$ cat config.mk
export PLATFORM = sky130hd
export DESIGN_NAME = flash_status_host
export DESIGN_NICKNAME = d
export VERILOG_FILES = /design/src/verilog/flash_host_pkg.sv /design/src/verilog/flash_bus_cycle.sv /design/src/verilog/flash_host_regs.sv /design/src/verilog/flash_status_host.sv
export VERILOG_INCLUDE_DIRS = /design/src /design/src/verilog
export SDC_FILE = /design/constraint.sdc
export NUM_CORES = 1
export LEC_CHECK = 0
export ABC_AREA = 1
export BUFFER_PORTS_ARGS = -buffer_cell sky130_fd_sc_hd__buf_2
export CAP_MARGIN = 40
export CORE_MARGIN = 2
export CORE_UTILIZATION = 63
export CTS_BUF_LIST = sky130_fd_sc_hd__clkbuf_2 sky130_fd_sc_hd__clkbuf_4 sky130_fd_sc_hd__clkbuf_8
export DETAILED_ROUTE_END_ITERATION = 10
export GPL_TIMING_DRIVEN = 0
export PLACE_DENSITY = 0.88
export REMOVE_ABC_BUFFERS = 1
export SYNTH_ARGS = -nofsm -noshare
export SYNTH_HDL_FRONTEND = slang
export SYNTH_SLANG_ARGS = --single-unit
$ cat constraint.sdc
create_clock -name i_core_clk -period 5.4 [get_ports i_core_clk]
set_clock_uncertainty 0.15 [all_clocks]
set_input_delay 0.54 -clock i_core_clk [delete_from_list [all_inputs] [get_ports i_core_clk]]
set_output_delay 0.54 -clock i_core_clk [all_outputs]
set_load 0.02 [all_outputs]
$ cat src/verilog/flash_host_params.svh
// constants for the flash status-polling host controller
`ifndef FLASH_HOST_PARAMS_SVH
`define FLASH_HOST_PARAMS_SVH

// ***********************************************
// software register offsets (byte addresses)
// ***********************************************
`define REG_CTRL 8'h00
`define REG_ADDR 8'h04
`define REG_WDATA 8'h08
`define REG_STATUS 8'h0C
`define REG_RDATA 8'h10

// ***********************************************
// control register fields
// ***********************************************
`define CTRL_GO 0
`define CTRL_OP_LO 1
`define CTRL_OP_HI 3
`define CTRL_PACE_SEL 4
`define CTRL_ABORT 5
`define CTRL_RESET_VAL 32'h0000_0000

// ***********************************************
// status register fields
// ***********************************************
`define ST_BUSY 0
`define ST_DONE 1
`define ST_FAIL 2
`define ST_OP_TOGGLE 3
`define ST_SEC_TOGGLE 4
`define ST_WINDOW 5
`define ST_READY 6
`define ST_NOT_ACCEPTED 7
`define ST_REFUSED 8
`define ST_ABORTED 9

// ***********************************************
// status bit positions in the low status byte
// ***********************************************
`define BIT_SEC_TOGGLE 2
`define BIT_WINDOW 3
`define BIT_TIMING_LIMIT 5
`define BIT_OP_TOGGLE 6
`define BIT_DATA_POLL 7

// ***********************************************
// command words (unlock addresses and codes)
// ***********************************************
`define UNLOCK_ADDR1 23'h00_0555
`define UNLOCK_ADDR2 23'h00_02AA
`define CODE_UNLOCK1 16'h00AA
`define CODE_UNLOCK2 16'h0055
`define CODE_PROGRAM 16'h00A0
`define CODE_ERASE_SETUP 16'h0080
`define CODE_SECTOR_ERASE 16'h0030
`define CODE_CHIP_ERASE 16'h0010
`define CODE_SUSPEND 16'h00B0
`define CODE_RESET 16'h00F0

// ***********************************************
// pin timing, in ns, and clock period
// ***********************************************
`define CLK_PERIOD_NS 4
`define T_SETUP_NS 10
`define T_PULSE_NS 70
`define T_HOLD_NS 20

`endif

$ cat src/verilog/flash_host_pkg.sv
// types for the flash status-polling host controller
package flash_host_pkg;

  // operations that software can order
  typedef enum logic [2:0] {
    OP_PROGRAM = 3'h0,
    OP_SECTOR_ERASE = 3'h1,
    OP_ADD_SECTOR = 3'h2,
    OP_CHIP_ERASE = 3'h3,
    OP_SUSPEND = 3'h4,
    OP_RESET = 3'h5,
    OP_POLL = 3'h6,
    OP_READ = 3'h7
  } op_t;

  // controller states, one-hot
  typedef enum logic [7:0] {
    S_IDLE = 8'h01,
    S_SEQ = 8'h02,
    S_PRE = 8'h04,
    S_POST = 8'h08,
    S_RD = 8'h10,
    S_JUDGE = 8'h20,
    S_RESET = 8'h40,
    S_ARRAY = 8'h80
  } state_t;

endpackage

$ cat src/verilog/flash_bus_cycle.sv
// one asynchronous write or read cycle on the flash pins
`timescale 1ns/1ps
`default_nettype none
`include "flash_host_params.svh"

module flash_bus_cycle
(
  // clock, reset, enable
  input wire logic i_core_clk,
  input wire logic i_nrst,
  input wire logic i_clk_en,
  // request
  input wire logic i_start,
  input wire logic i_write,
  input wire logic i_pace_sel,
  input wire logic [22:0] i_addr,
  input wire logic [15:0] i_wdata,
  output logic o_done,
  output logic [15:0] o_rdata,
  // flash pins
  output logic [22:0] o_addr,
  input wire logic [15:0] i_dq,
  output logic [15:0] o_dq,
  output logic o_dq_oe,
  output logic o_we_n,
  output logic o_oe_n,
  output logic o_flash_select_n
);

  // ***********************************************
  // timing counts, least times rounded up
  // ***********************************************
  localparam int SETUP_CYC = (`T_SETUP_NS + `CLK_PERIOD_NS - 1) / `CLK_PERIOD_NS;
  localparam int PULSE_CYC = (`T_PULSE_NS + `CLK_PERIOD_NS - 1) / `CLK_PERIOD_NS;
  localparam int HOLD_CYC = (`T_HOLD_NS + `CLK_PERIOD_NS - 1) / `CLK_PERIOD_NS;
  localparam int TOTAL_CYC = SETUP_CYC + PULSE_CYC + HOLD_CYC;

  logic active_reg; // a cycle is running
  logic write_reg; // running cycle is a write
  logic pace_reg; // select paces reads
  logic [7:0] cnt_reg; // cycle position
  logic [15:0] rdata_reg; // captured read word
  logic [22:0] addr_reg; // held address
  logic [15:0] wdata_reg; // held write word

  wire in_pulse = active_reg && (cnt_reg >= 8'(SETUP_CYC))
    && (cnt_reg < 8'(SETUP_CYC + PULSE_CYC));
  wire last_pulse = active_reg && (cnt_reg == 8'(SETUP_CYC + PULSE_CYC - 1));
  wire last_cyc = active_reg && (cnt_reg == 8'(TOTAL_CYC - 1));

  // ***********************************************
  // cycle sequencer
  // ***********************************************
  // address and data are held for the whole cycle so the strobe edges
  // never meet a moving bus
  always_ff @(posedge i_core_clk)
  begin
    if (!i_nrst)
    begin
      active_reg <= 1'b0;
      write_reg <= 1'b0;
      pace_reg <= 1'b0;
      cnt_reg <= 8'h00;
      rdata_reg <= 16'h0000;
      addr_reg <= 23'h00_0000;
      wdata_reg <= 16'h0000;
    end
    else if (i_clk_en)
    begin
      if (!active_reg && i_start)
      begin
        active_reg <= 1'b1;
        write_reg <= i_write;
        pace_reg <= i_pace_sel;
        addr_reg <= i_addr;
        wdata_reg <= i_wdata;
        cnt_reg <= 8'h00;
      end
      else if (active_reg)
      begin
        cnt_reg <= cnt_reg + 8'h01;
        if (last_pulse && !write_reg)
          rdata_reg <= i_dq; // sample at the end of the strobe
        if (last_cyc)
          active_reg <= 1'b0;
      end
    end
  end

  // ***********************************************
  // pin drive
  // ***********************************************
  // a write is latched by the device on the rising edge of the write strobe
  assign o_addr = addr_reg;
  assign o_dq = wdata_reg;
  assign o_dq_oe = active_reg && write_reg;
  assign o_we_n = !(in_pulse && write_reg);
  // reads paced by the output strobe or by the chip select
  assign o_oe_n = !(!write_reg && (pace_reg ? active_reg : in_pulse));
  // a write keeps the select low around its strobe, paced or not
  assign o_flash_select_n = !((pace_reg && !write_reg) ? in_pulse : active_reg);
  assign o_done = last_cyc && i_clk_en;
  assign o_rdata = rdata_reg;

endmodule
`default_nettype wire

$ cat src/verilog/flash_host_regs.sv
// software register file of the flash status-polling host controller
`timescale 1ns/1ps
`default_nettype none
`include "flash_host_params.svh"

module flash_host_regs
(
  // clock, reset, enable
  input wire logic i_core_clk,
  input wire logic i_nrst,
  input wire logic i_clk_en,
  // software port
  input wire logic [7:0] i_reg_addr,
  input wire logic [31:0] i_reg_wdata,
  input wire logic i_reg_wr,
  input wire logic i_reg_rd,
  output logic [31:0] o_reg_rdata,
  // fields to the controller
  output logic o_go,
  output logic [2:0] o_op,
  output logic o_pace_sel,
  output logic o_abort,
  output logic [22:0] o_addr,
  output logic [15:0] o_wdata,
  // state from the controller
  input wire logic [9:0] i_status,
  input wire logic [15:0] i_last_word
);

  logic [31:0] ctrl_reg; // operation, pacing and abort bits kept
  logic [22:0] addr_reg; // target address
  logic [15:0] wdata_reg; // program datum
  logic [31:0] rdata_reg; // read answer
  logic [31:0] rdata_next;

  wire wr_ctrl = i_reg_wr && (i_reg_addr == `REG_CTRL);

  // ***********************************************
  // read decode, unmapped reads as zero
  // ***********************************************
  always_comb
  begin
    case (i_reg_addr)
      `REG_CTRL: rdata_next = ctrl_reg;
      `REG_ADDR: rdata_next = {9'h000, addr_reg};
      `REG_WDATA: rdata_next = {16'h0000, wdata_reg};
      `REG_STATUS: rdata_next = {22'h00_0000, i_status};
      `REG_RDATA: rdata_next = {16'h0000, i_last_word};
      default: rdata_next = 32'h0000_0000;
    endcase
  end

  // ***********************************************
  // register storage
  // ***********************************************
  // the go bit is not stored: it is a one-cycle order
  always_ff @(posedge i_core_clk)
  begin
    if (!i_nrst)
    begin
      ctrl_reg <= `CTRL_RESET_VAL;
      addr_reg <= 23'h00_0000;
      wdata_reg <= 16'h0000;
      rdata_reg <= 32'h0000_0000;
    end
    else if (i_clk_en)
    begin
      if (wr_ctrl)
        ctrl_reg <= i_reg_wdata & 32'h0000_003E;
      if (i_reg_wr && (i_reg_addr == `REG_ADDR))
        addr_reg <= i_reg_wdata[22:0];
      if (i_reg_wr && (i_reg_addr == `REG_WDATA))
        wdata_reg <= i_reg_wdata[15:0];
      if (i_reg_rd)
        rdata_reg <= rdata_next;
    end
  end

  assign o_reg_rdata = rdata_reg;
  assign o_go = wr_ctrl && i_reg_wdata[`CTRL_GO] && i_clk_en;
  assign o_op = wr_ctrl ? i_reg_wdata[`CTRL_OP_HI:`CTRL_OP_LO]
    : ctrl_reg[`CTRL_OP_HI:`CTRL_OP_LO];
  assign o_pace_sel = ctrl_reg[`CTRL_PACE_SEL];
  assign o_abort = ctrl_reg[`CTRL_ABORT];
  assign o_addr = addr_reg;
  assign o_wdata = wdata_reg;

endmodule
`default_nettype wire

$ cat src/verilog/flash_status_host.sv
// host controller that issues flash commands and polls write status
//
// Behaviour
// - reads paced by output strobe or select
// - start check with two back-to-back reads
// - no toggle means finished, array readable
// - toggling with limit flag: recheck, reset
// - resumed monitoring restarts the whole check
// - reset command after limit fault
// - check window flag around extra erases
// - status reads use the busy address
`timescale 1ns/1ps
`default_nettype none
`include "flash_host_params.svh"

module flash_status_host
(
  // clock, reset, enable
  input wire logic i_core_clk,
  input wire logic i_nrst,
  input wire logic i_clk_en,
  // software register port
  input wire logic [7:0] i_reg_addr,
  input wire logic [31:0] i_reg_wdata,
  input wire logic i_reg_wr,
  input wire logic i_reg_rd,
  output logic [31:0] o_reg_rdata,
  // flash pins
  output logic [22:0] o_addr,
  input wire logic [15:0] i_dq,
  output logic [15:0] o_dq,
  output logic o_dq_oe,
  output logic o_we_n,
  output logic o_oe_n,
  output logic o_flash_select_n,
  input wire logic i_ready_busy_n
);
  import flash_host_pkg::*;

  // ***********************************************
  // declarations
  // ***********************************************
  state_t state_reg; // controller state
  state_t state_next;
  op_t op_reg; // operation in progress
  logic [2:0] step_reg; // command word index
  logic [1:0] rd_cnt_reg; // status reads since the check began, held at one
  logic recheck_reg; // second look after the limit flag rose
  logic [15:0] prev_reg; // earlier status word
  logic [15:0] cur_reg; // latest status word
  logic done_reg; // operation finished
  logic fail_reg; // operation failed
  logic op_tog_reg; // operation bit toggled at the last judgement
  logic sec_tog_reg; // sector bit toggled at the last judgement
  logic window_reg; // window flag from the last status read
  logic not_acc_reg; // extra sector erase may have been lost
  logic refused_reg; // extra sector erase refused, window closed
  logic aborted_reg; // polling left to software
  logic ready_reg; // sampled ready/busy level

  // register file fields
  logic go;
  logic [2:0] op_in;
  logic pace_sel;
  logic abort;
  logic [22:0] tgt_addr;
  logic [15:0] tgt_data;
  logic [9:0] status;

  // bus cycle engine
  logic cyc_start;
  logic cyc_write;
  logic [22:0] cyc_addr;
  logic [15:0] cyc_wdata;
  logic cyc_done;
  logic [15:0] cyc_rdata;

  // ***********************************************
  // command tables
  // ***********************************************
  // number of write cycles of each command
  function automatic logic [2:0] seq_len(input op_t op);
    case (op)
      OP_PROGRAM: seq_len = 3'd4;
      OP_SECTOR_ERASE: seq_len = 3'd6;
      OP_CHIP_ERASE: seq_len = 3'd6;
      default: seq_len = 3'd1;
    endcase
  endfunction

  // address and datum of one command word; the last word of every command but
  // chip erase goes to the target, where the status that follows is read too
  function automatic logic [38:0] seq_word(input op_t op, input logic [2:0] step,
    input logic [22:0] addr, input logic [15:0] data);
    logic [38:0] w;
    w = {addr, data};
    case (step)
      3'd0: if (op != OP_ADD_SECTOR && op != OP_SUSPEND && op != OP_RESET)
        w = {`UNLOCK_ADDR1, `CODE_UNLOCK1};
      3'd1: w = {`UNLOCK_ADDR2, `CODE_UNLOCK2};
      3'd2: w = {`UNLOCK_ADDR1, (op == OP_PROGRAM) ? `CODE_PROGRAM : `CODE_ERASE_SETUP};
      3'd3: w = (op == OP_PROGRAM) ? {addr, data} : {`UNLOCK_ADDR1, `CODE_UNLOCK1};
      3'd4: w = {`UNLOCK_ADDR2, `CODE_UNLOCK2};
      default: w = {addr, data};
    endcase
    if (step == seq_len(op) - 3'd1)
    begin
      case (op)
        OP_SECTOR_ERASE: w = {addr, `CODE_SECTOR_ERASE};
        OP_ADD_SECTOR: w = {addr, `CODE_SECTOR_ERASE};
        OP_CHIP_ERASE: w = {`UNLOCK_ADDR1, `CODE_CHIP_ERASE};
        OP_SUSPEND: w = {addr, `CODE_SUSPEND};
        OP_RESET: w = {addr, `CODE_RESET};
        default: w = {addr, data};
      endcase
    end
    seq_word = w;
  endfunction

  // ***********************************************
  // decode of the status pair
  // ***********************************************
  wire last_step = (step_reg == seq_len(op_reg) - 3'd1);
  wire [38:0] word_now = seq_word(op_reg, step_reg, tgt_addr, tgt_data);
  wire op_toggled = prev_reg[`BIT_OP_TOGGLE] ^ cur_reg[`BIT_OP_TOGGLE];
  wire sec_toggled = prev_reg[`BIT_SEC_TOGGLE] ^ cur_reg[`BIT_SEC_TOGGLE];
  wire limit_high = cur_reg[`BIT_TIMING_LIMIT];
  wire rd_window = cyc_rdata[`BIT_WINDOW];
  wire in_write = (state_reg == S_SEQ) || (state_reg == S_RESET);
  wire busy = (state_reg != S_IDLE);

  // ***********************************************
  // submodules
  // ***********************************************
  flash_host_regs u_regs
  (
    .i_core_clk(i_core_clk),
    .i_nrst(i_nrst),
    .i_clk_en(i_clk_en),
    .i_reg_addr(i_reg_addr),
    .i_reg_wdata(i_reg_wdata),
    .i_reg_wr(i_reg_wr),
    .i_reg_rd(i_reg_rd),
    .o_reg_rdata(o_reg_rdata),
    .o_go(go),
    .o_op(op_in),
    .o_pace_sel(pace_sel),
    .o_abort(abort),
    .o_addr(tgt_addr),
    .o_wdata(tgt_data),
    .i_status(status),
    .i_last_word(cur_reg)
  );

  // every status read goes to the target address, inside the busy bank
  assign cyc_write = in_write;
  assign cyc_addr = (state_reg == S_SEQ) ? word_now[38:16] : tgt_addr;
  assign cyc_wdata = (state_reg == S_SEQ) ? word_now[15:0] : `CODE_RESET;
  assign cyc_start = busy && (state_reg != S_JUDGE);

  flash_bus_cycle u_cycle
  (
    .i_core_clk(i_core_clk),
    .i_nrst(i_nrst),
    .i_clk_en(i_clk_en),
    .i_start(cyc_start),
    .i_write(cyc_write),
    .i_pace_sel(pace_sel),
    .i_addr(cyc_addr),
    .i_wdata(cyc_wdata),
    .o_done(cyc_done),
    .o_rdata(cyc_rdata),
    .o_addr(o_addr),
    .i_dq(i_dq),
    .o_dq(o_dq),
    .o_dq_oe(o_dq_oe),
    .o_we_n(o_we_n),
    .o_oe_n(o_oe_n),
    .o_flash_select_n(o_flash_select_n)
  );

  // ***********************************************
  // next state
  // ***********************************************
  always_comb
  begin
    state_next = state_reg;
    case (state_reg)
      S_IDLE:
      begin
        if (go)
        begin
          case (op_t'(op_in))
            OP_ADD_SECTOR: state_next = S_PRE; // look at the window first
            OP_POLL: state_next = S_RD; // monitoring always restarts here
            OP_READ: state_next = S_ARRAY;
            default: state_next = S_SEQ;
          endcase
        end
      end
      S_PRE:
      begin
        // window already closed: the device would drop the command
        if (cyc_done)
          state_next = rd_window ? S_IDLE : S_SEQ;
      end
      S_SEQ:
      begin
        // status is valid once the last write strobe has risen
        if (cyc_done && last_step)
        begin
          if (op_reg == OP_ADD_SECTOR)
            state_next = S_POST;
          else if (op_reg == OP_SUSPEND || op_reg == OP_RESET)
            state_next = S_IDLE;
          else
            state_next = S_RD;
        end
      end
      S_POST:
        if (cyc_done)
          state_next = S_RD;
      S_RD:
        if (cyc_done && rd_cnt_reg == 2'd1)
          state_next = S_JUDGE; // two reads in a row before the first verdict, one more read before each later one
      S_JUDGE:
      begin
        if (!op_toggled)
          state_next = S_IDLE; // finished
        else if (recheck_reg)
          state_next = S_RESET; // still toggling after the limit flag
        else if (!limit_high && abort)
          state_next = S_IDLE;
        else
          state_next = S_RD;
      end
      S_RESET:
        if (cyc_done)
          state_next = S_IDLE; // reset command, then back to idle
      S_ARRAY:
        if (cyc_done)
          state_next = S_IDLE;
      default: state_next = S_IDLE;
    endcase
  end

  // ***********************************************
  // state and step registers
  // ***********************************************
  always_ff @(posedge i_core_clk)
  begin
    if (!i_nrst)
    begin
      state_reg <= S_IDLE;
      op_reg <= OP_PROGRAM;
      step_reg <= 3'd0;
    end
    else if (i_clk_en)
    begin
      state_reg <= state_next;
      if (state_reg == S_IDLE && go)
      begin
        op_reg <= op_t'(op_in);
        step_reg <= 3'd0;
      end
      else if (state_reg == S_SEQ && cyc_done)
        step_reg <= step_reg + 3'd1;
    end
  end

  // ***********************************************
  // status word capture and toggle judgement
  // ***********************************************
  // a continued watch compares each new read with the one before it, so a
  // second look after the limit flag costs just one more read
  always_ff @(posedge i_core_clk)
  begin
    if (!i_nrst)
    begin
      rd_cnt_reg <= 2'd0;
      recheck_reg <= 1'b0;
      prev_reg <= 16'h0000;
      cur_reg <= 16'h0000;
    end
    else if (i_clk_en)
    begin
      if (state_reg == S_IDLE)
      begin
        rd_cnt_reg <= 2'd0; // every new check starts from the first read
        recheck_reg <= 1'b0;
      end
      else if (cyc_done && state_reg != S_SEQ && state_reg != S_RESET)
      begin
        prev_reg <= cur_reg;
        cur_reg <= cyc_rdata;
        if (state_reg == S_RD)
          rd_cnt_reg <= 2'd1;
      end
      else if (state_reg == S_JUDGE && op_toggled && limit_high)
        recheck_reg <= 1'b1; // the bit may have stopped as the flag rose
    end
  end

  // ***********************************************
  // status flags
  // ***********************************************
  always_ff @(posedge i_core_clk)
  begin
    if (!i_nrst)
    begin
      done_reg <= 1'b0;
      fail_reg <= 1'b0;
      op_tog_reg <= 1'b0;
      sec_tog_reg <= 1'b0;
      window_reg <= 1'b0;
      not_acc_reg <= 1'b0;
      refused_reg <= 1'b0;
      aborted_reg <= 1'b0;
      ready_reg <= 1'b0;
    end
    else if (i_clk_en)
    begin
      ready_reg <= i_ready_busy_n;
      if (state_reg == S_IDLE && go)
      begin
        // a new order clears the previous outcome
        done_reg <= 1'b0;
        fail_reg <= 1'b0;
        not_acc_reg <= 1'b0;
        refused_reg <= 1'b0;
        aborted_reg <= 1'b0;
      end
      else if (state_next == S_IDLE && state_reg != S_IDLE)
        done_reg <= 1'b1;
      if ((state_reg == S_PRE || state_reg == S_POST) && cyc_done)
        window_reg <= rd_window;
      if (state_reg == S_PRE && cyc_done && rd_window)
        refused_reg <= 1'b1;
      if (state_reg == S_POST && cyc_done && rd_window)
        not_acc_reg <= 1'b1;
      if (state_reg == S_JUDGE)
      begin
        op_tog_reg <= op_toggled;
        sec_tog_reg <= sec_toggled;
        window_reg <= cur_reg[`BIT_WINDOW];
        if (op_toggled && recheck_reg)
          fail_reg <= 1'b1;
        if (op_toggled && !recheck_reg && !limit_high && abort)
          aborted_reg <= 1'b1;
      end
    end
  end

  // ***********************************************
  // status word
  // ***********************************************
  assign status = {aborted_reg, refused_reg, not_acc_reg, ready_reg, window_reg,
    sec_tog_reg, op_tog_reg, fail_reg, done_reg, busy};

endmodule
`default_nettype wire
==> impl_metrics.yaml <==
worst_setup_path:
  reg2reg_from: "op_reg[1]"
  reg2reg_depth: 10
  cp.required_ps: 5640
  critical_path_arrival_ps: 2990
  worst-path-stages: 10
  path_cells: "nor2_1 -> nand2_2 -> nand2_1 -> nand2_1 -> nand3_1 -> inv_1 -> a21oi_2 -> nand2_2 -> nand3_2 -> o21ai_0"
  path_buf_inv: 1
  path_class: "register to register"
  crit_family: "simple AND/OR/NAND/NOR gates"
  critical_path.startpoint: "op_reg[1]"
  crit_path_start_kind: "register"
  critPathSlowestCell: "inv_1"
  cp_max_fo: 12
  critPathCaptureType: "register"
  cp_slowest_stage_delay_ps: 460
worst_hold_path:
  hp-class: "primary input to register"
  hold_depth: 3
  hp-start: "i_reg_wdata[6]"
timing:
  setup_slack_ps: 2649
  fin_crit_ps: 2751
  hold_ws_ps: 151.4
  setup_viol: 0
  worst_pin_slew_ps: 935.7
  fmax_mhz: 363.5
  rsz0062_at_grt: "false"
  finalCritPeriodShare: 0.5095
  fin_setup_tns_ps: 0
  slew_violations: 0
  slew-limit-headroom: 0.3755
  hold_viol_final: 0
logic_synthesis:
  synth.ff_latch_count: 176
  synth-edff-count: 0
  synth_top_family_by_area: "compound AO/OA/AOI/OAI gates"
  synth_flop_cell: "dfxtp_1"
  syn-mean-instance-area_um2: 7.383
  synthAdderAreaFrac: 0.01235
  synth_cells: 1098
  synth_compound_area_frac: 0.2324
  synth_async_sr_flop_share: 0
  yosysSeqAreaShare: 0.4346
  synth.top_cell.area_share: 0.4346
  muxShareOfSynthArea: 0
  synthSimpleGateAreaFrac: 0.2196
  synth_top_area_cell: "dfxtp_1"
  synthTopCellsByArea: "dfxtp_1 43%, nand2_1 9.7%, a21oi_1 7.5%"
  synthXorXnorAreaFrac: 0.002161
  synth_area_um2: 8107
  ys_warn_count: 0
  yosys.cell_types.count: 57
floorplanning:
  die_w_um: 117.4
  ios: 137
  die_area_um2: 13790
  num_rows: 41
  core_area_um2: 12570
  initial_core_util: 0.6450
  fp.dieH_um: 117.4
pwr:
  pwr-share-comb: 0.082
  total_power_mw: 2.417
  p_seq_frac: 0.551
  pwr-share-clk: 0.367
  p_leak_nw: 3.863
  cellPowerDensity_nw_per_um2: 264.3
  p_sw_frac: 0.2725
  switchingPower_uw: 658.6
  vdd_ir_drop_max_mv: 0.2095
  intPower_mw: 1.758
grt:
  grt_pass1_vias: 7148
  antenna_found_initial: 0
  overflow: 0
  grt_max_degree: 55
  grt_pass1_wl_mm: 34.91
  grt_usage: 0.3112
cts:
  cts_hold_buf: 0
  htreeDepth: 4
  cts_tree: "done"
  cts_buffer_depth: 2
  clk_pin_slew_worst_paths_ps: 100
  clock_sinks: 176
  post_cts_buffers: 0
  clock_tree.root_cell: "clkbuf_8"
  cts_resized: 0
  clk_latency_ps: 470
  numCtsBuffers: 17
detailed_routing:
  drt_iter0_drc: 926
  drc: 0
  dr.pass1.iters: 7
  antenna_left: 0
  vias: 7834
  wl_mm: 21.33
  avgViaCountPerCell: 5.681
  avgRoutedWirePerCell_um: 15.47
outcome:
  status: "complete, no violations"
finish:
  drive_above_1_share: 0.1906
  final_util: 0.7275
  area_growth_pct: 12.80
  antenna_cells: 0
  nNetsFinal: 1265
  num-fill-cells: 1033
placed_design:
  post-place-ws_ps: 2572
  port_buffers: 118
  gp_congestion: 0.9116
  place_hpwl_mm: 15.30
flow_run:
  maxCapViolCount: 0
synth_stat cells, types with 4 or more instances:
library cell  number
a211oi_1           7
a211oi_2          14
a21oi_1          121
a31oi_1            4
buf_2             12
buf_4             12
clkbuf_1          25
dfxtp_1          176
ha_1               8
inv_1            122
inv_2             14
nand2_1          209
nand2_2            9
nand2_4            4
nand3_1           41
nand4_1            9
nor2_1            89
nor2_2             7
nor3_1            10
o21ai_0          104
o21ai_1           23
o21ai_2           10
o221ai_1           6
o22ai_1           11
final timing paths:
| kind | to | slack, ps |
|---|---|---|
| worst max-delay path | u_cycle.o_addr[11] | 2650 |
| worst min-delay path | u_regs.o_wdata[6] | 150 |
| worst max register to register | u_cycle.o_addr[11] | 2650 |
| worst min register to register | u_cycle.o_dq[3] | 310 |
placed cells by master, fill, tap and decap left out, types with 3 or more instances in the layout:
| master | instances |
|---|---|
| dfxtp_1 | 176 |
| inv_1 | 121 |
| o221ai_1 | 6 |
| nand4_1 | 9 |
| nand2_4 | 4 |
| nor2_2 | 7 |
| o21ai_0 | 104 |
| inv_6 | 4 |
| a211oi_1 | 7 |
| a211oi_2 | 14 |
| clkinv_2 | 3 |
| a31oi_1 | 4 |
| nor2_1 | 89 |
| o21ai_2 | 10 |
| clkbuf_8 | 18 |
| nor2_4 | 3 |
| nor3_1 | 10 |
| o2111ai_1 | 3 |
| ha_1 | 8 |
| clkinv_4 | 4 |
| nand2_1 | 209 |
| a21oi_1 | 121 |
| o211ai_1 | 3 |
| inv_2 | 15 |
| nand2_2 | 9 |
| o22ai_1 | 11 |
| o32ai_1 | 3 |
| conb_1 | 9 |
| o21ai_1 | 23 |
| buf_2 | 118 |
| nand3_1 | 41 |
worst reg2reg max path: cells and delay by family (launching register included):
kind	cells	cell delay, ps
AND/OR/NAND/NOR	7	1240
buffers and inverters	1	460
flip-flops	1	420
AO/OA/AOI/OAI	2	410
metal layers:
metal	up-vias	GRT usage	wire [µm]
met1	3581	0.4176	9183
met5	-	0	0
met2	384	0.4956	9677
met3	50	0.06128	1858
met4	0	0.1235	615
li1	3819	-	-
cell families (layout without fill, tap and decap cells):
group                      count (synthesis)  in the layout
buffers and inverters                    192            293
other                                      1              9
AOI/OAI and AO/OA                        321            321
xor gates and xnor gates                   2              2
adders and majority gates                  8              8
and+or+nand+nor                          398            398
DFF                                      176            176
layout make-up:
type                            instances  area [µm²]  area share
Clock buffer                           18       247.7     0.02709
Clock inverter                         13       128.9     0.01409
Inverter                              139       523.0     0.05720
Multi-Input combinational cell        738        3825      0.4183
Sequential cell                       176        3523      0.3853
Tap cell                              172       215.2     0.02354
Timing Repair Buffer                  123       680.7     0.07444
metrics by stage:
stage	instance area (µm²)	instances
2_1_floorplan	7863	1053
3_3_place_gp	8668	1343
3_5_place_dp	8767	1348
4_1_cts	9144	1379
5_1_grt	9144	1379
6_report	9144	1379
power by group through the flow:
stage	logic (mW)	clock network, mW	registers, mW
after floorplan	0.102	0	1.37
after global placement	0.189	0	1.36
after detailed placement	0.196	0	1.36
after CTS	0.197	0.888	1.33
after global routing	0.218	0.938	1.33
final	0.199	0.886	1.33
No activity file was read; power rests on OpenSTA's default activity.
